==> config.mk <==
export PLATFORM = sky130hd
export DESIGN_NAME = rtopt_top
export DESIGN_NICKNAME = d
export VERILOG_FILES = /design/src/hw/rtopt_pkg.sv /design/src/hw/rtopt_hold_if.sv /design/src/hw/rtopt_hold_buf.sv /design/src/hw/rtopt_term_regs.sv /design/src/hw/rtopt_top.sv
export SDC_FILE = /design/constraint.sdc
export NUM_CORES = 1
export LEC_CHECK = 0
export ABC_AREA = 1
export BUFFER_PORTS_ARGS = -buffer_cell sky130_fd_sc_hd__clkbuf_2
export CAP_MARGIN = 40
export CORE_MARGIN = 5
export CORE_UTILIZATION = 55
export DETAILED_ROUTE_END_ITERATION = 10
export GPL_ROUTABILITY_DRIVEN = 0
export GPL_TIMING_DRIVEN = 0
export PLACE_DENSITY_LB_ADDON = 0.1
export SKIP_LAST_GASP = 1
export SYNTH_ARGS = -nofsm -noshare
export SYNTH_HDL_FRONTEND = slang
export SYNTH_SLANG_ARGS = --single-unit
==> constraint.sdc <==
create_clock -name core_clk -period 6.85 [get_ports core_clk]
set_clock_uncertainty 0.05 [all_clocks]
set_input_delay 1.37 -clock core_clk [delete_from_list [all_inputs] [get_ports core_clk]]
set_output_delay 1.37 -clock core_clk [all_outputs]
set_load 0.1 [all_outputs]
==> src/hw/rtopt_pkg.sv <==
// Constants, states and register map for the remote terminal option logic.
// Assumes one 200 MHz core clock and a 16-bit word-addressed host register port.
package rtopt_pkg;
    localparam int unsigned AW         = 16;
    localparam int unsigned DW         = 16;
    localparam int unsigned HOLD_DEPTH = 32;
    localparam int unsigned NTERM      = 2;
    // Host register addresses
    localparam logic [AW-1:0] ADDR_CFG_FIRST  = 16'h0017;
    localparam logic [AW-1:0] ADDR_DEF_FIRST  = 16'h001E;
    localparam logic [AW-1:0] ADDR_ALT_FIRST  = 16'h001F;
    localparam logic [AW-1:0] ADDR_CFG_SECOND = 16'h0020;
    localparam logic [AW-1:0] ADDR_DEF_SECOND = 16'h0027;
    localparam logic [AW-1:0] ADDR_ALT_SECOND = 16'h0028;
    // Option bit positions in the configuration register
    localparam int unsigned BIT_BSEP = 8;
    localparam int unsigned BIT_SIMPLIFIED_MODE_PROCESSING = 7;
    localparam int unsigned BIT_TRXB = 6;
    localparam int unsigned BIT_ALTB = 5;
    localparam logic [DW-1:0] CFG_MASK  = 16'h01E0;
    localparam logic [DW-1:0] CFG_RST   = 16'h0000;
    // Device-owned bits of the default BIT word
    localparam int unsigned   BITW_ERR  = 0;
    localparam int unsigned   BITW_OVF  = 1;
    localparam logic [DW-1:0] BITW_DEV  = 16'h0003;
    localparam logic [DW-1:0] BITW_RST  = 16'h0000;
    localparam logic [DW-1:0] ZERO_WORD = 16'h0000;
    // Message sequencer states
    typedef enum logic [2:0] {
        ST_IDLE   = 3'b001,
        ST_RECV   = 3'b010,
        ST_COMMIT = 3'b100
    } rtopt_state_t;
endpackage : rtopt_pkg

==> src/hw/rtopt_hold_if.sv <==
// Interface between the message sequencer and the receive holding buffer.
// Assumes both ends run on the same core clock.
`timescale 1ns/1ps
interface rtopt_hold_if #(parameter int unsigned DEPTH = rtopt_pkg::HOLD_DEPTH);
    localparam int unsigned IW = $clog2(DEPTH);
    logic                    clr;
    logic                    wr_en;
    logic [rtopt_pkg::DW-1:0] wr_data;
    logic                    commit;
    logic                    out_valid;
    logic [IW-1:0]           out_idx;
    logic [rtopt_pkg::DW-1:0] out_data;
    logic                    done;
    logic                    ovf;
    // Sequencer side
    modport ctl (output clr, wr_en, wr_data, commit,
                 input  out_valid, out_idx, out_data, done, ovf);
    // Buffer side
    modport store (input  clr, wr_en, wr_data, commit,
                   output out_valid, out_idx, out_data, done, ovf);
endinterface : rtopt_hold_if

==> src/hw/rtopt_hold_buf.sv <==
// Receive holding buffer: collects words, then drains them one per cycle.
// Assumes clr comes before the first word and commit only after the last.
`timescale 1ns/1ps
module rtopt_hold_buf #(
    parameter int unsigned DEPTH = rtopt_pkg::HOLD_DEPTH
) (
    // Clock and reset
    input wire logic core_clk,
    input wire logic rst,
    // Sequencer link
    rtopt_hold_if.store hif
);
    import rtopt_pkg::*;
    localparam int unsigned IW = $clog2(DEPTH);
    localparam logic [IW:0] FULL = (IW+1)'(DEPTH);

    logic [DW-1:0] mem_q [DEPTH];
    logic [IW:0]   count_q;
    logic [IW-1:0] rd_q;
    logic          drain_q;
    logic          ovf_q;
    logic          out_valid_q;
    logic [IW-1:0] out_idx_q;
    logic [DW-1:0] out_data_q;
    logic          done_q;

    // Fill side; words past the end are dropped and flagged
    always_ff @(posedge core_clk)
    begin
        if (rst || hif.clr)
        begin
            count_q <= '0;
            ovf_q   <= 1'b0;
        end
        else if (hif.wr_en)
        begin
            if (count_q == FULL)
                ovf_q <= 1'b1;
            else
            begin
                mem_q[count_q[IW-1:0]] <= hif.wr_data;
                count_q                <= count_q + (IW+1)'(1);
            end
        end
    end

    // Drain side; done marks the last word or an empty commit
    always_ff @(posedge core_clk)
    begin
        if (rst)
        begin
            drain_q <= 1'b0;
            rd_q    <= '0;
            done_q  <= 1'b0;
        end
        else
        begin
            done_q <= 1'b0;
            if (hif.commit)
            begin
                drain_q <= (count_q != '0);
                rd_q    <= '0;
                done_q  <= (count_q == '0);
            end
            else if (drain_q)
            begin
                rd_q <= rd_q + IW'(1);
                if ({1'b0, rd_q} + (IW+1)'(1) == count_q)
                begin
                    drain_q <= 1'b0;
                    done_q  <= 1'b1;
                end
            end
        end
    end

    // Registered output word
    always_ff @(posedge core_clk)
    begin
        if (rst)
        begin
            out_valid_q <= 1'b0;
            out_idx_q   <= '0;
            out_data_q  <= ZERO_WORD;
        end
        else
        begin
            out_valid_q <= drain_q && !hif.commit;
            out_idx_q   <= rd_q;
            out_data_q  <= mem_q[rd_q];
        end
    end

    assign hif.out_valid = out_valid_q;
    assign hif.out_idx   = out_idx_q;
    assign hif.out_data  = out_data_q;
    assign hif.done      = done_q;
    assign hif.ovf       = ovf_q;
endmodule : rtopt_hold_buf

==> src/hw/rtopt_term_regs.sv <==
// One terminal's option register and its two BIT word registers.
// Assumes host writes and status updates come from the core clock domain.
`timescale 1ns/1ps
module rtopt_term_regs #(
    parameter logic [15:0] CFG_ADDR = rtopt_pkg::ADDR_CFG_FIRST,
    parameter logic [15:0] DEF_ADDR = rtopt_pkg::ADDR_DEF_FIRST,
    parameter logic [15:0] ALT_ADDR = rtopt_pkg::ADDR_ALT_FIRST
) (
    // Clock and reset
    input  wire logic                   core_clk,
    input  wire logic                   rst,
    // Host port
    input  wire logic                   wr_en,
    input  wire logic [rtopt_pkg::AW-1:0] addr,
    input  wire logic [rtopt_pkg::DW-1:0] wdata,
    output logic                        rd_hit,
    output logic [rtopt_pkg::DW-1:0]    rd_data,
    // Terminal state
    input  wire logic                   exec_idle,
    input  wire logic                   status_we,
    input  wire logic                   status_err,
    input  wire logic                   status_ovf,
    // Option and BIT word outputs
    output logic                        bsep,
    output logic                        simplified_mode_processing,
    output logic                        trxb,
    output logic                        altb,
    output logic [rtopt_pkg::DW-1:0]    def_word,
    output logic [rtopt_pkg::DW-1:0]    alt_word
);
    import rtopt_pkg::*;

    logic [DW-1:0] cfg_q;
    logic [DW-1:0] def_q;
    logic [DW-1:0] alt_q;
    logic          trx_eff_q;

    // Option bits, own copy per terminal, cleared at reset
    always_ff @(posedge core_clk)
    begin
        if (rst)
            cfg_q <= CFG_RST;
        else if (wr_en && addr == CFG_ADDR)
            cfg_q <= wdata & CFG_MASK;
    end

    // Holding buffer enable only follows while both terminals are stopped
    always_ff @(posedge core_clk)
    begin
        if (rst)
            trx_eff_q <= 1'b0;
        else if (exec_idle)
            trx_eff_q <= cfg_q[BIT_TRXB];
    end

    // Default word: device owns the status bits, host the rest
    always_ff @(posedge core_clk)
    begin
        if (rst)
            def_q <= BITW_RST;
        else
        begin
            if (wr_en && addr == DEF_ADDR)
                def_q[DW-1:2] <= wdata[DW-1:2];
            if (status_we)
            begin
                def_q[BITW_ERR] <= status_err;
                def_q[BITW_OVF] <= status_ovf;
            end
        end
    end

    // Alternate word is fully user defined
    always_ff @(posedge core_clk)
    begin
        if (rst)
            alt_q <= BITW_RST;
        else if (wr_en && addr == ALT_ADDR)
            alt_q <= wdata;
    end

    // Read decode
    always_comb
    begin
        rd_hit  = 1'b1;
        rd_data = ZERO_WORD;
        if (addr == CFG_ADDR)
            rd_data = cfg_q;
        else if (addr == DEF_ADDR)
            rd_data = def_q;
        else if (addr == ALT_ADDR)
            rd_data = alt_q;
        else
            rd_hit = 1'b0;
    end

    assign bsep     = cfg_q[BIT_BSEP];
    assign simplified_mode_processing     = cfg_q[BIT_SIMPLIFIED_MODE_PROCESSING];
    assign trxb     = trx_eff_q;
    assign altb     = cfg_q[BIT_ALTB];
    assign def_word = def_q;
    assign alt_word = alt_q;
endmodule : rtopt_term_regs

==> src/hw/rtopt_top.sv <==
// Option logic for two remote terminals: data placement, holding buffer,
// simplified mode flag and BIT word selection.
// Assumes the protocol engine and host port run on core_clk.
`timescale 1ns/1ps
module rtopt_top (
    // Clock and reset
    input  wire logic                    core_clk,
    input  wire logic                    rst,
    // Host register port
    input  wire logic                    host_wr,
    input  wire logic                    host_rd,
    input  wire logic [rtopt_pkg::AW-1:0] host_addr,
    input  wire logic [rtopt_pkg::DW-1:0] host_wdata,
    output logic [rtopt_pkg::DW-1:0]     host_rdata,
    output logic                         host_rvalid,
    // Terminal execute levels
    input  wire logic                    first_terminal_execute,
    input  wire logic                    second_terminal_execute,
    // Message from protocol engine
    input  wire logic                    msg_start,
    input  wire logic                    msg_term,
    input  wire logic                    msg_bcast,
    input  wire logic                    msg_mode,
    input  wire logic [rtopt_pkg::AW-1:0] msg_rx_base,
    input  wire logic [rtopt_pkg::AW-1:0] msg_bc_base,
    input  wire logic                    word_valid,
    input  wire logic [rtopt_pkg::DW-1:0] word_data,
    input  wire logic                    msg_end,
    input  wire logic                    msg_error,
    // Transmit BIT word request
    input  wire logic                    bitw_req,
    input  wire logic                    bitw_term,
    output logic                         bitw_valid,
    output logic [rtopt_pkg::DW-1:0]     bitw_data,
    // Message status
    output logic                         seq_busy,
    output logic                         mode_simplified,
    // Data memory write port
    output logic                         mem_we,
    output logic [rtopt_pkg::AW-1:0]     mem_addr,
    output logic [rtopt_pkg::DW-1:0]     mem_wdata
);
    import rtopt_pkg::*;
    localparam int unsigned IW = $clog2(HOLD_DEPTH);

    rtopt_state_t  state_q;
    logic          term_q;
    logic          use_hold_q;
    logic [AW-1:0] base_q;
    logic [AW-1:0] widx_q;
    logic          mode_simp_q;
    logic          busy_q;
    logic          mem_we_q;
    logic [AW-1:0] mem_addr_q;
    logic [DW-1:0] mem_wdata_q;
    logic          bitw_valid_q;
    logic [DW-1:0] bitw_data_q;
    logic [DW-1:0] host_rdata_q;
    logic          host_rvalid_q;
    logic          stat_we_q;
    logic          stat_err_q;
    logic          stat_ovf_q;

    logic          exec_idle;
    logic          bsep_w   [NTERM];
    logic          simplified_mode_processing_w   [NTERM];
    logic          trxb_w   [NTERM];
    logic          altb_w   [NTERM];
    logic [DW-1:0] def_w    [NTERM];
    logic [DW-1:0] alt_w    [NTERM];
    logic          hit_w    [NTERM];
    logic [DW-1:0] rdat_w   [NTERM];
    logic          swe_w    [NTERM];
    logic          start_ok;
    logic          end_ok;

    rtopt_hold_if #(.DEPTH(HOLD_DEPTH)) hif ();

    assign exec_idle = !first_terminal_execute && !second_terminal_execute;
    assign start_ok  = msg_start && state_q == ST_IDLE;
    assign end_ok    = msg_end && state_q == ST_RECV;

    // Per-terminal option and BIT word registers
    genvar t;
    generate
        for (t = 0; t < NTERM; t++)
        begin : g_term
            assign swe_w[t] = stat_we_q && term_q == 1'(t);
            rtopt_term_regs #(
                .CFG_ADDR (t == 0 ? ADDR_CFG_FIRST : ADDR_CFG_SECOND),
                .DEF_ADDR (t == 0 ? ADDR_DEF_FIRST : ADDR_DEF_SECOND),
                .ALT_ADDR (t == 0 ? ADDR_ALT_FIRST : ADDR_ALT_SECOND)
            ) u_regs (
                .core_clk   (core_clk),
                .rst        (rst),
                .wr_en      (host_wr),
                .addr       (host_addr),
                .wdata      (host_wdata),
                .rd_hit     (hit_w[t]),
                .rd_data    (rdat_w[t]),
                .exec_idle  (exec_idle),
                .status_we  (swe_w[t]),
                .status_err (stat_err_q),
                .status_ovf (stat_ovf_q),
                .bsep       (bsep_w[t]),
                .simplified_mode_processing       (simplified_mode_processing_w[t]),
                .trxb       (trxb_w[t]),
                .altb       (altb_w[t]),
                .def_word   (def_w[t]),
                .alt_word   (alt_w[t])
            );
        end
    endgenerate

    // Receive holding buffer
    rtopt_hold_buf #(
        .DEPTH (HOLD_DEPTH)
    ) u_hold (
        .core_clk (core_clk),
        .rst      (rst),
        .hif      (hif.store)
    );

    // Holding buffer control
    assign hif.clr     = start_ok;
    assign hif.wr_en   = state_q == ST_RECV && use_hold_q && word_valid;
    assign hif.wr_data = word_data;
    assign hif.commit  = end_ok && use_hold_q && !msg_error && !hif.ovf;

    // Message sequencer
    always_ff @(posedge core_clk)
    begin
        if (rst)
            state_q <= ST_IDLE;
        else
        begin
            case (state_q)
                ST_IDLE:
                begin
                    if (msg_start)
                        state_q <= ST_RECV;
                end
                ST_RECV:
                begin
                    if (hif.commit)
                        state_q <= ST_COMMIT;
                    else if (msg_end)
                        state_q <= ST_IDLE;
                end
                ST_COMMIT:
                begin
                    if (hif.done)
                        state_q <= ST_IDLE;
                end
                default:
                    state_q <= ST_IDLE;
            endcase
        end
    end

    // Message context captured at start
    always_ff @(posedge core_clk)
    begin
        if (rst)
        begin
            term_q     <= 1'b0;
            use_hold_q <= 1'b0;
            base_q     <= '0;
        end
        else if (start_ok)
        begin
            term_q     <= msg_term;
            use_hold_q <= trxb_w[msg_term];
            if (msg_bcast && bsep_w[msg_term])
                base_q <= msg_bc_base;
            else
                base_q <= msg_rx_base;
        end
    end

    // Simplified processing flag for the current mode command
    always_ff @(posedge core_clk)
    begin
        if (rst)
            mode_simp_q <= 1'b0;
        else if (start_ok)
            mode_simp_q <= msg_mode && simplified_mode_processing_w[msg_term];
        else if (state_q == ST_IDLE)
            mode_simp_q <= 1'b0;
    end

    // Direct word index
    always_ff @(posedge core_clk)
    begin
        if (rst || start_ok)
            widx_q <= '0;
        else if (state_q == ST_RECV && word_valid)
            widx_q <= widx_q + AW'(1);
    end

    // Memory write port: direct words or drained held words
    always_ff @(posedge core_clk)
    begin
        if (rst)
        begin
            mem_we_q    <= 1'b0;
            mem_addr_q  <= '0;
            mem_wdata_q <= ZERO_WORD;
        end
        else
        begin
            mem_we_q <= 1'b0;
            if (state_q == ST_RECV && !use_hold_q && word_valid)
            begin
                mem_we_q    <= 1'b1;
                mem_addr_q  <= base_q + widx_q;
                mem_wdata_q <= word_data;
            end
            else if (state_q == ST_COMMIT && hif.out_valid)
            begin
                mem_we_q    <= 1'b1;
                mem_addr_q  <= base_q + AW'(hif.out_idx);
                mem_wdata_q <= hif.out_data;
            end
        end
    end

    // Device status for the default BIT word at message end
    always_ff @(posedge core_clk)
    begin
        if (rst)
        begin
            stat_we_q  <= 1'b0;
            stat_err_q <= 1'b0;
            stat_ovf_q <= 1'b0;
        end
        else
        begin
            stat_we_q  <= end_ok;
            stat_err_q <= msg_error;
            stat_ovf_q <= use_hold_q && hif.ovf;
        end
    end

    // Transmit BIT word answer
    always_ff @(posedge core_clk)
    begin
        if (rst)
        begin
            bitw_valid_q <= 1'b0;
            bitw_data_q  <= ZERO_WORD;
        end
        else
        begin
            bitw_valid_q <= bitw_req;
            if (bitw_req && altb_w[bitw_term])
                bitw_data_q <= alt_w[bitw_term];
            else if (bitw_req)
                bitw_data_q <= def_w[bitw_term];
        end
    end

    // Host read data, one cycle after the strobe
    always_ff @(posedge core_clk)
    begin
        if (rst)
        begin
            host_rvalid_q <= 1'b0;
            host_rdata_q  <= ZERO_WORD;
        end
        else
        begin
            host_rvalid_q <= host_rd;
            if (host_rd && hit_w[0])
                host_rdata_q <= rdat_w[0];
            else if (host_rd && hit_w[1])
                host_rdata_q <= rdat_w[1];
            else if (host_rd)
                host_rdata_q <= ZERO_WORD;
        end
    end

    // Busy flag
    always_ff @(posedge core_clk)
    begin
        if (rst)
            busy_q <= 1'b0;
        else
            busy_q <= start_ok || (state_q != ST_IDLE && !(state_q == ST_RECV && msg_end
                      && !hif.commit) && !(state_q == ST_COMMIT && hif.done));
    end

    assign host_rdata      = host_rdata_q;
    assign host_rvalid     = host_rvalid_q;
    assign bitw_valid      = bitw_valid_q;
    assign bitw_data       = bitw_data_q;
    assign seq_busy        = busy_q;
    assign mode_simplified = mode_simp_q;
    assign mem_we          = mem_we_q;
    assign mem_addr        = mem_addr_q;
    assign mem_wdata       = mem_wdata_q;

    // Checks
    sep_store_a: assert property (@(posedge core_clk) disable iff (rst)
        start_ok && msg_bcast && bsep_w[msg_term] |=> base_q == $past(msg_bc_base))
        else $error("broadcast data not sent to separate buffer");

    shared_store_a: assert property (@(posedge core_clk) disable iff (rst)
        start_ok && !(msg_bcast && bsep_w[msg_term]) |=> base_q == $past(msg_rx_base))
        else $error("data not sent to shared receive buffer");

    simp_mode_a: assert property (@(posedge core_clk) disable iff (rst)
        start_ok && msg_mode |=> mode_simplified == $past(simplified_mode_processing_w[msg_term]))
        else $error("simplified mode flag wrong");

    hold_no_write_a: assert property (@(posedge core_clk) disable iff (rst)
        state_q == ST_RECV && use_hold_q |=> !mem_we)
        else $error("memory written while holding");

    error_discard_a: assert property (@(posedge core_clk) disable iff (rst)
        end_ok && use_hold_q && msg_error |=> state_q == ST_IDLE ##1 !mem_we)
        else $error("errored held message reached memory");

    commit_ok_a: assert property (@(posedge core_clk) disable iff (rst)
        end_ok && use_hold_q && !msg_error && !hif.ovf |=> state_q == ST_COMMIT)
        else $error("good held message not committed");

    bit_default_a: assert property (@(posedge core_clk) disable iff (rst)
        bitw_req && !altb_w[bitw_term] |=> bitw_valid && bitw_data == $past(def_w[bitw_term]))
        else $error("default BIT word not returned");

    bit_alt_a: assert property (@(posedge core_clk) disable iff (rst)
        bitw_req && altb_w[bitw_term] |=> bitw_valid && bitw_data == $past(alt_w[bitw_term]))
        else $error("alternate BIT word not returned");

    dev_status_a: assert property (@(posedge core_clk) disable iff (rst)
        end_ok && !msg_term && term_q == 1'b0 |-> ##2 def_w[0][BITW_ERR] == $past(msg_error, 2))
        else $error("BIT word error status not updated");

    opt_reset_a: assert property (@(posedge core_clk)
        $fell(rst) |-> !bsep_w[0] && !simplified_mode_processing_w[0] && !trxb_w[0] && !altb_w[0]
                       && !bsep_w[1] && !simplified_mode_processing_w[1] && !trxb_w[1] && !altb_w[1])
        else $error("option bits not cleared by reset");
endmodule : rtopt_top

==> summary.md, run 1 <==
| Metric | Value |
|---|---|
| Status | `completed` |
| TritonCTS Buffers | `76` |
| Worst VDD drop | `0.0002135 V` |
| Worst-Skew Late Latency | `630 ps` |
| Share of cells above drive strength 1 | `13.03%` |
| Static Leak | `13.03 nW` |
| Largest net degree at the start of global routing | `34` |
| Initial antenna violation count | `0` |
| Synth Area in Simple Gates | `16.22%` |
| Number of DRC markers in iteration 0 | `3574` |
| Dpl hpwl | `70260 µm` |
| Kind of critical path | `primary input to flop` |
| DR vias | `24820` |
| R2R depth | `10` |
| Worst setup EP type | `flop` |
| Max-Slew Margin vs Limit | `34.10%` |
| Hold Path Class | `flop to flop` |
| Syn Nets | `3239` |
| Maxcap violations | `0` |
| Hold endpoint | `g_term[1].u_regs.alt_word[2]$_SDFFE_PP0P_` |
| Seq/Total Area, Yosys | `63.81%` |
| Setup crit start kind | `primary input` |
| IO buf count | `160` |
| Core box area | `56060 µm²` |
| First-pass GRT wire length | `145700 µm` |
| Netlist cell types | `46` |
| Area grow syn2layout | `16.20%` |
| Via density | `5.886` |
| WP data arrival | `3880 ps` |
| Reg2Reg Setup Slack | `3540 ps` |
| Vias in the first global route | `23640` |
| WL per Instance | `23.51 µm` |
| Commonest non-fill, non-tap cell in the layout | `nor2_1` |
| Critical path peak fanout | `10` |
| Hold path start | `g_term[1].u_regs.alt_word[2]$_SDFFE_PP0P_` |
| Main synth FF type | `edfxtp_1` |
| Cts hold-fix bufs | `0` |
| Hold path depth | `2` |
| GRT overflow | `0` |
| Post-route ant nets | `0` |
| Worst slew pin tran | `988.4 ps` |
| Hold Vio Cnt, Final | `0` |
| GRT Resource Usage Total | `31.91%` |
| Chip width | `247.3 µm` |
| Avg Inst Size Synth | `9.919 µm²` |
| Cell area after synthesis | `30970 µm²` |
| Largest family of logic cells by synthesized area | `simple AND/OR/NAND/NOR gates` |
| FF+latch count, synth | `731` |
| CTS tree | `yes` |
| Worst R2R Start | `u_hold.count_q[0]$_SDFFE_PP0P_` |
| # fillers | `4491` |
| Slew Viols, Final | `0` |
| Power Dens Cells | `253.9 nW/µm²` |
| CTS max path bufs | `3` |
| RSZ-0062 raised after global routing | `no` |
| FMAX | `277.9 MHz` |
| I/O pin cnt | `164` |
| Die area | `61150 µm²` |
| Clock transition at the registers of the reported paths | `60 ps` |
| Synth warn | `0` |
| Die H | `247.3 µm` |
| Power Total | `9.135 mW` |
| # DRC | `0` |
| First drt pass iteration count | `7` |
| Final worst-path cycle share | `52.52%` |
| FF-to-FF End | `u_hold.mem_q[31][4]$_DFFE_PP_` |
| Post-CTS Setup Bufs | `0` |
| Setup TNS | `0 ps` |
| Cell Rows | `87` |
| Fraction of registers with async set/reset | `0%` |
| Most frequent cells in the layout | `nor2_1, edfxtp_1, nand2_1, o21ai_0, dfxtp_1` |
| Synth Instances | `3122` |
| Min Tclk post-route | `3598 ps` |
| Total wire length after detailed routing | `99160 µm` |
| Compound-Gate Fraction of Synth Area | `13.48%` |
| Multiplexer share of the synthesized area | `0.06465%` |
| Req. time, crit path | `7130 ps` |
| Synth Area in XOR/XNOR | `0.3677%` |
| CTS H-Tree Depth | `3` |
| Post-Synth Adder-Cell Area | `0.9131%` |
| Nets@finish | `3518` |
| Clk root buf | `clkbuf_16` |
| Post-synth EDFFs | `512` |
| CTS Sinks | `731` |
| PostCTS Resize Cnt | `0` |
| Final setup viols | `0` |
| Initial Util | `55.24%` |
[final cells by class]
cell class	count	area (µm²)	area share, %
clock buffer	102	2115	5.876
multi-input combinational	2012	9708	26.98
sequential	731	19760	54.91
buffer	178	835.8	2.323
antenna	1	2.502	0.006954
clock inverter	35	301.5	0.8380
timing repair buffer	201	1560	4.336
tap	756	945.9	2.629
inverter	201	757.0	2.104
[critical path, cell delays in order]
cell,delay [ps]
clkbuf_1,250
nor2_1,560
inv_1,280
nor2_4,210
nand2_2,210
nor2_2,720
buf_8,260
[layer usage]
| layer | share of wire (%) | global-route usage [%] | vias to the layer above |
|---|---|---|---|
| met1 | 38 | 42.69 | 11650 |
| met4 | 5.9 | 15.31 | 0 |
| met5 | 0 | 0 | - |
| met3 | 12 | 7.371 | 267 |
| li1 | - | - | 11360 |
| met2 | 44 | 49.68 | 1539 |
[stage by stage]
step	util, %	hold slack, ps	std cells	instance area [µm²]	setup WS, ps
final	64.19	416.5	4217	35980	3252
after global routing	64.18	426.8	4216	35980	3050
after CTS	64.16	415.9	4215	35970	3273
after detailed placement	59.85	402.9	4078	33550	2625
after global placement	58.36	400.2	4038	32710	1010
after floorplan	-	384.7	3122	30970	3175
[flip-flops by register name, summed over array words and instances, names as in the netlist, 6 cells and up]
register and flops:
bitw_data 16, widx_q 16, g_term.u_regs.cfg_q 8, u_hold.mem_q 512, u_hold.count_q 6, mem_wdata 16
host_rdata 16, g_term.u_regs.def_word 32, mem_addr 16, u_hold.hif.out_data 16, base_q 16, g_term.u_regs.alt_word 32
[worst max-delay path by stage]
stage / startpoint / end / slack [ps] / cells past startpoint
after floorplan: rst / u_hold.mem_q[0][0]$_DFFE_PP_ / 3180 / 5
after global placement: rst / u_hold.mem_q[0][12]$_DFFE_PP_ / 1010 / 5
after detailed placement: rst / u_hold.mem_q[9][8]$_DFFE_PP_ / 2630 / 7
after CTS: rst / u_hold.mem_q[9][15]$_DFFE_PP_ / 3270 / 7
after global routing: word_valid / mem_addr[14]$_SDFFE_PP0P_ / 3050 / 19
final: rst / u_hold.mem_q[13][7]$_DFFE_PP_ / 3250 / 7
[power by group]
part / switching, mW / internal [mW]
combinational: 0.253 / 0.0742
sequential: 0.0133 / 4.74
clock: 1.73 / 2.33
[synthesized netlist by cell type, types with 2 or more instances]
master | count | area share [%]
nor2_1 | 553 | 6.7
edfxtp_1 | 512 | 50
nand2_1 | 451 | 5.5
o21ai_0 | 406 | 6.6
dfxtp_1 | 219 | 14
inv_1 | 191 | 2.3
nand3_1 | 161 | 2.6
a21oi_1 | 149 | 2.4
o211ai_1 | 113 | 2.7
clkbuf_1 | 97 | 1.2
buf_2 | 46 | 0.74
a31oi_1 | 23 | 0.46
ha_1 | 21 | 0.85
buf_4 | 17 | 0.41
o221ai_1 | 17 | 0.48
nor3_1 | 15 | 0.24
o31ai_1 | 15 | 0.36
buf_1 | 12 | 0.15
nand4_1 | 12 | 0.24
o21ai_1 | 12 | 0.19
nor2_2 | 11 | 0.22
xor2_1 | 10 | 0.28
inv_2 | 7 | 0.085
nand2_2 | 6 | 0.12
nor2_4 | 5 | 0.18
o21bai_1 | 5 | 0.12
or2_2 | 4 | 0.081
buf_6 | 3 | 0.11
nand3_2 | 3 | 0.097
xnor2_1 | 3 | 0.085
and2_1 | 2 | 0.040
buf_8 | 2 | 0.097
clkinv_1 | 2 | 0.024
mux2i_1 | 2 | 0.065
nand4_2 | 2 | 0.081
nor3_2 | 2 | 0.065
o22ai_1 | 2 | 0.040
[cell families after synthesis]
family,count (synthesis)
fa+ha+maj,22
compound gates,746
mux,2
simple gates,1229
flops,731
xor+xnor,13
buf+inv,379
No activity file was read; power rests on OpenSTA's default activity.
==> run 2, diff against run 1 <==
ABC_AREA = 0   (was 1)
clock period = 3.7 ns   (was 6.85 ns; I/O delays follow)
==> run 2 against run 1 <==
Synthesized cell count shrank 39%. Combinational power grew 40%. Flip-flop and latch count is the same. Sequential power grew 85%. Sequential share of layout area grew 2.2 points. Clock-buffer cell count grew 8. Highest routed layer unchanged. Critical path type is now flop to flop. Die area shrank 4.2%.
==> summary.md, run 2 <==
| Metric | Value |
|---|---|
| Die H | `242.0 µm (was 247.3 µm)` |
| Setup TNS | `0 ps (unchanged)` |
| Initial antenna violation count | `0 (unchanged)` |
| CP max stage cell | `mux2_2 (was nor2_2)` |
| First-pass GRT wire length | `113600 µm (was 145700 µm)` |
| # fillers | `3898 (was 4491)` |
| # placed instances | `2819 (was 4078)` |
| Seq/Total Area, Yosys | `66.75% (was 63.81%)` |
| Met3 usage | `4.579% (was 7.371%)` |
| CTS tree | `yes (unchanged)` |
| Worst slew pin tran | `894.0 ps (was 988.4 ps)` |
| Slew Viols, Final | `0 (unchanged)` |
| Ranking of synthesized cells by area | `edfxtp_1, dfxtp_1, mux4_2 (was edfxtp_1, dfxtp_1, nor2_1)` |
| ANT cells | `0 (was 1)` |
| Syn Nets | `2037 (was 3239)` |
| Top cell type's share of synthesized area | `51.94% (was 49.65%)` |
| Static Leak | `11.61 nW (was 13.03 nW)` |
| Clock transition at the registers of the reported paths | `60 ps (about the same)` |
| Share of cells above drive strength 1 | `27.10% (was 13.03%)` |
| Worst VDD drop | `0.0004644 V (was 0.0002135 V)` |
| Post-route ant nets | `0 (unchanged)` |
| DP Area | `31990 µm² (was 33550 µm²)` |
| Main synth FF type | `edfxtp_1 (unchanged)` |
| Vias in the first global route | `18160 (was 23640)` |
| R2R depth | `13 (was 10)` |
| Kind of critical path | `flop to flop (was primary input to flop)` |
| Chip width | `242.0 µm (was 247.3 µm)` |
| Synth warn | `0 (unchanged)` |
| Req. time, crit path | `4170 ps (was 7130 ps)` |
| Power Dens Cells | `492.0 nW/µm² (was 253.9 nW/µm²)` |
| Met1 usage | `35.18% (was 42.69%)` |
| Min Tclk post-route | `3589 ps` |
| Area grow syn2layout | `16.90% (was 16.20%)` |
| Largest net degree at the start of global routing | `34 (unchanged)` |
| Synth Instances | `1920 (was 3122)` |
| Cell Rows | `85 (was 87)` |
| Cell area after synthesis | `29600 µm² (was 30970 µm²)` |
| Worst R2R Start | `state_q[2]$_SDFFE_PP0P_ (was u_hold.count_q[0]$_SDFFE_PP0P_)` |
| Crit. Startpoint | `state_q[2]$_SDFFE_PP0P_ (was rst)` |
| Status | `completed (unchanged)` |
| CTS max path bufs | `3 (unchanged)` |
| GR met2 Demand/Resource | `41.97% (was 49.68%)` |
| FF-to-FF End | `mem_addr[11]$_SDFFE_PP0P_ (was u_hold.mem_q[31][4]$_DFFE_PP_)` |
| First drt pass iteration count | `7 (unchanged)` |
| WP data arrival | `4060 ps (was 3880 ps)` |
| Top cell type by total area after synthesis | `edfxtp_1 (unchanged)` |
| TritonCTS Buffers | `77 (was 76)` |
| Critical-path cell list | `nor4bb_4 > buf_4 > nor2b_1 > buf_4 > buf_4 > mux2_2 > ha_1 > or2_2 > a31oi_1 > a211oi_2 > o21a_1 > or3_1 > a21oi_1 (was clkbuf_1 > nor2_1 > inv_1 > nor2_4 > nand2_2 > nor2_2 > buf_8)` |
| Final setup viols | `0 (unchanged)` |
| GRT overflow | `0 (unchanged)` |
| Hold path depth | `3 (was 2)` |
| I/O pin cnt | `164 (unchanged)` |
| Hold Path Class | `primary input to flop (was flop to flop)` |
| Setup crit start kind | `flop (was primary input)` |
| Via density | `6.144 (was 5.886)` |
| FMAX | `278.6 MHz` |
| WL per Instance | `25.70 µm (was 23.51 µm)` |
| Commonest non-fill, non-tap cell in the layout | `edfxtp_1 (was nor2_1)` |
| FF+latch count, synth | `731 (unchanged)` |
| Flip-flop count of the largest register after layout | `512 (unchanged)` |
| Max-Slew Margin vs Limit | `40.40% (was 34.10%)` |
| Final instance area | `34600 µm² (was 35980 µm²)` |
| Slowest cell delay on critical path | `400 ps (was 720 ps)` |
| Hold Vio Cnt, Final | `0 (unchanged)` |
| Core box area | `53600 µm² (was 56060 µm²)` |
| Cell mode on critical path | `buf_4` |
| GRT Resource Usage Total | `25.51% (was 31.91%)` |
| IO buf count | `160 (unchanged)` |
| Worst setup path endpoint | `mem_addr[11]$_SDFFE_PP0P_ (was u_hold.mem_q[13][7]$_DFFE_PP_)` |
| Nets@finish | `2321 (was 3518)` |
| CTS H-Tree Depth | `3 (unchanged)` |
| Maxcap violations | `0 (unchanged)` |
| Critical path peak fanout | `10 (unchanged)` |
| Number of DRC markers in iteration 0 | `1872 (was 3574)` |
| Final cell count without fillers | `2962 (was 4217)` |
| Reg2Reg Setup Slack | `110 ps (was 3540 ps)` |
| Top cells by count, synth | `edfxtp_1, dfxtp_1, mux4_2 (was nor2_1, edfxtp_1, nand2_1)` |
| Most frequent cells in the layout | `edfxtp_1, dfxtp_1, mux4_2, nand2_1, clkbuf_2 (was nor2_1, edfxtp_1, nand2_1, o21ai_0, dfxtp_1)` |
| Worst-Skew Late Latency | `620 ps (was 630 ps)` |
| Die area | `58560 µm² (was 61150 µm²)` |
| Netlist cell types | `73 (was 46)` |
| Avg Inst Size Synth | `15.42 µm² (was 9.919 µm²)` |
| Gr busiest metal | `met2 (unchanged)` |
| Top-count cell post-synth | `edfxtp_1 (was nor2_1)` |
| Total wire length after detailed routing | `76130 µm (was 99160 µm)` |
| Post-synth EDFFs | `512 (unchanged)` |
| # DRC | `0 (unchanged)` |
| Final worst-path cycle share | `97.01%` |
| Worst setup EP type | `flop (unchanged)` |
| DR vias | `18200 (was 24820)` |
| Dpl hpwl | `53240 µm (was 70260 µm)` |
| Initial Util | `55.22% (was 55.24%)` |
| Clk root buf | `clkbuf_16 (unchanged)` |
| CTS Sinks | `731 (unchanged)` |
| Cts hold-fix bufs | `0 (unchanged)` |
| Fraction of registers with async set/reset | `0% (unchanged)` |
-- run 2: how the worst min path moves through the flow --
stage                                                          from                                   endpoint  slack (ps)
after floorplan           g_term[0].u_regs.alt_word[0]$_SDFFE_PP0P_  g_term[0].u_regs.alt_word[0]$_SDFFE_PP0P_         390
after detailed placement                  mem_wdata[7]$_SDFFE_PP0P_                  mem_wdata[7]$_SDFFE_PP0P_         400
after global placement                    mem_addr[11]$_SDFFE_PP0P_                  mem_addr[11]$_SDFFE_PP0P_         390
after global routing                                  host_wdata[0]  g_term[0].u_regs.alt_word[0]$_SDFFE_PP0P_         330
after CTS                                             host_wdata[0]  g_term[0].u_regs.alt_word[0]$_SDFFE_PP0P_         310
final                                                 host_wdata[0]  g_term[0].u_regs.alt_word[0]$_SDFFE_PP0P_         340
-- run 2: layer usage --
| metal | wire, µm | share of wire, % | up-vias |
|---|---|---|---|
| li1 | - | - | 7999 |
| met1 | 31160 | 41 | 9274 |
| met2 | 37170 | 49 | 784 |
| met3 | 5304 | 7.0 | 141 |
| met4 | 2498 | 3.3 | 0 |
| met5 | 0 | 0 | - |
-- run 2: where the power goes --
part	total, mW	switching [mW]	internal [mW]
logic	0.459	0.341	0.119
clock network	7.77	3.16	4.61
registers	8.79	0.0208	8.77
-- run 2: final cells by class --
type	instances	area [µm²]	share of cell area, %
Timing Repair Buffer	205	1441	4.165
Inverter	13	48.80	0.1410
Buffer	117	559.3	1.616
Sequential cell	731	19760	57.11
Clock inverter	31	346.6	1.002
Clock buffer	110	2215	6.400
Tap cell	696	870.8	2.517
Multi-Input combinational cell	1059	9361	27.05
-- run 2: what timing repair did --
action | CTS | global route
pin swaps | 2 | 1
endpoints found under the setup margin | 6 | 32
buffers inserted | 1 | 1
resized for setup | 4 | 6
-- run 2: kinds of logic (layout without fill, tap and decap cells) --
kind of cell / count (synthesis) / count (layout) / share of synthesized area [%]
AO/OA/AOI/OAI: 263 / 263 / 5.770
multiplexers: 248 / 248 / 15.53
adder cells (fa/ha/maj): 22 / 22 / 0.9553
AND/OR/NAND/NOR: 492 / 492 / 7.939
flip-flops: 731 / 731 / 66.75
buffers and inverters: 130 / 476 / 2.042
XOR/XNOR: 34 / 34 / 1.006
-- run 2: worst max-delay path: cells and delay by family, from the launching register on --
kind	cells	cell delay [ps]
buf+inv	3	570
simple gates	4	1100
compound gates	4	700
fa+ha+maj	1	320
mux	1	400
flops	1	370
-- run 2: stage by stage --
| stage | util, % | setup WS [ps] | hold WS, ps | power [mW] |
|---|---|---|---|---|
| 3_5_place_dp | 59.68 | -596.4 | 397.7 | 9.419 |
| 4_1_cts | 64.50 | 23.68 | 314.4 | 17.12 |
| 6_report | 64.56 | 110.7 | 336.5 | 17.02 |
| 5_1_grt | 64.56 | -16.10 | 334.0 | 17.53 |
| 3_3_place_gp | 58.35 | -1869 | 392.2 | 9.399 |
| 2_1_floorplan | - | 66.06 | 386.8 | 9.170 |
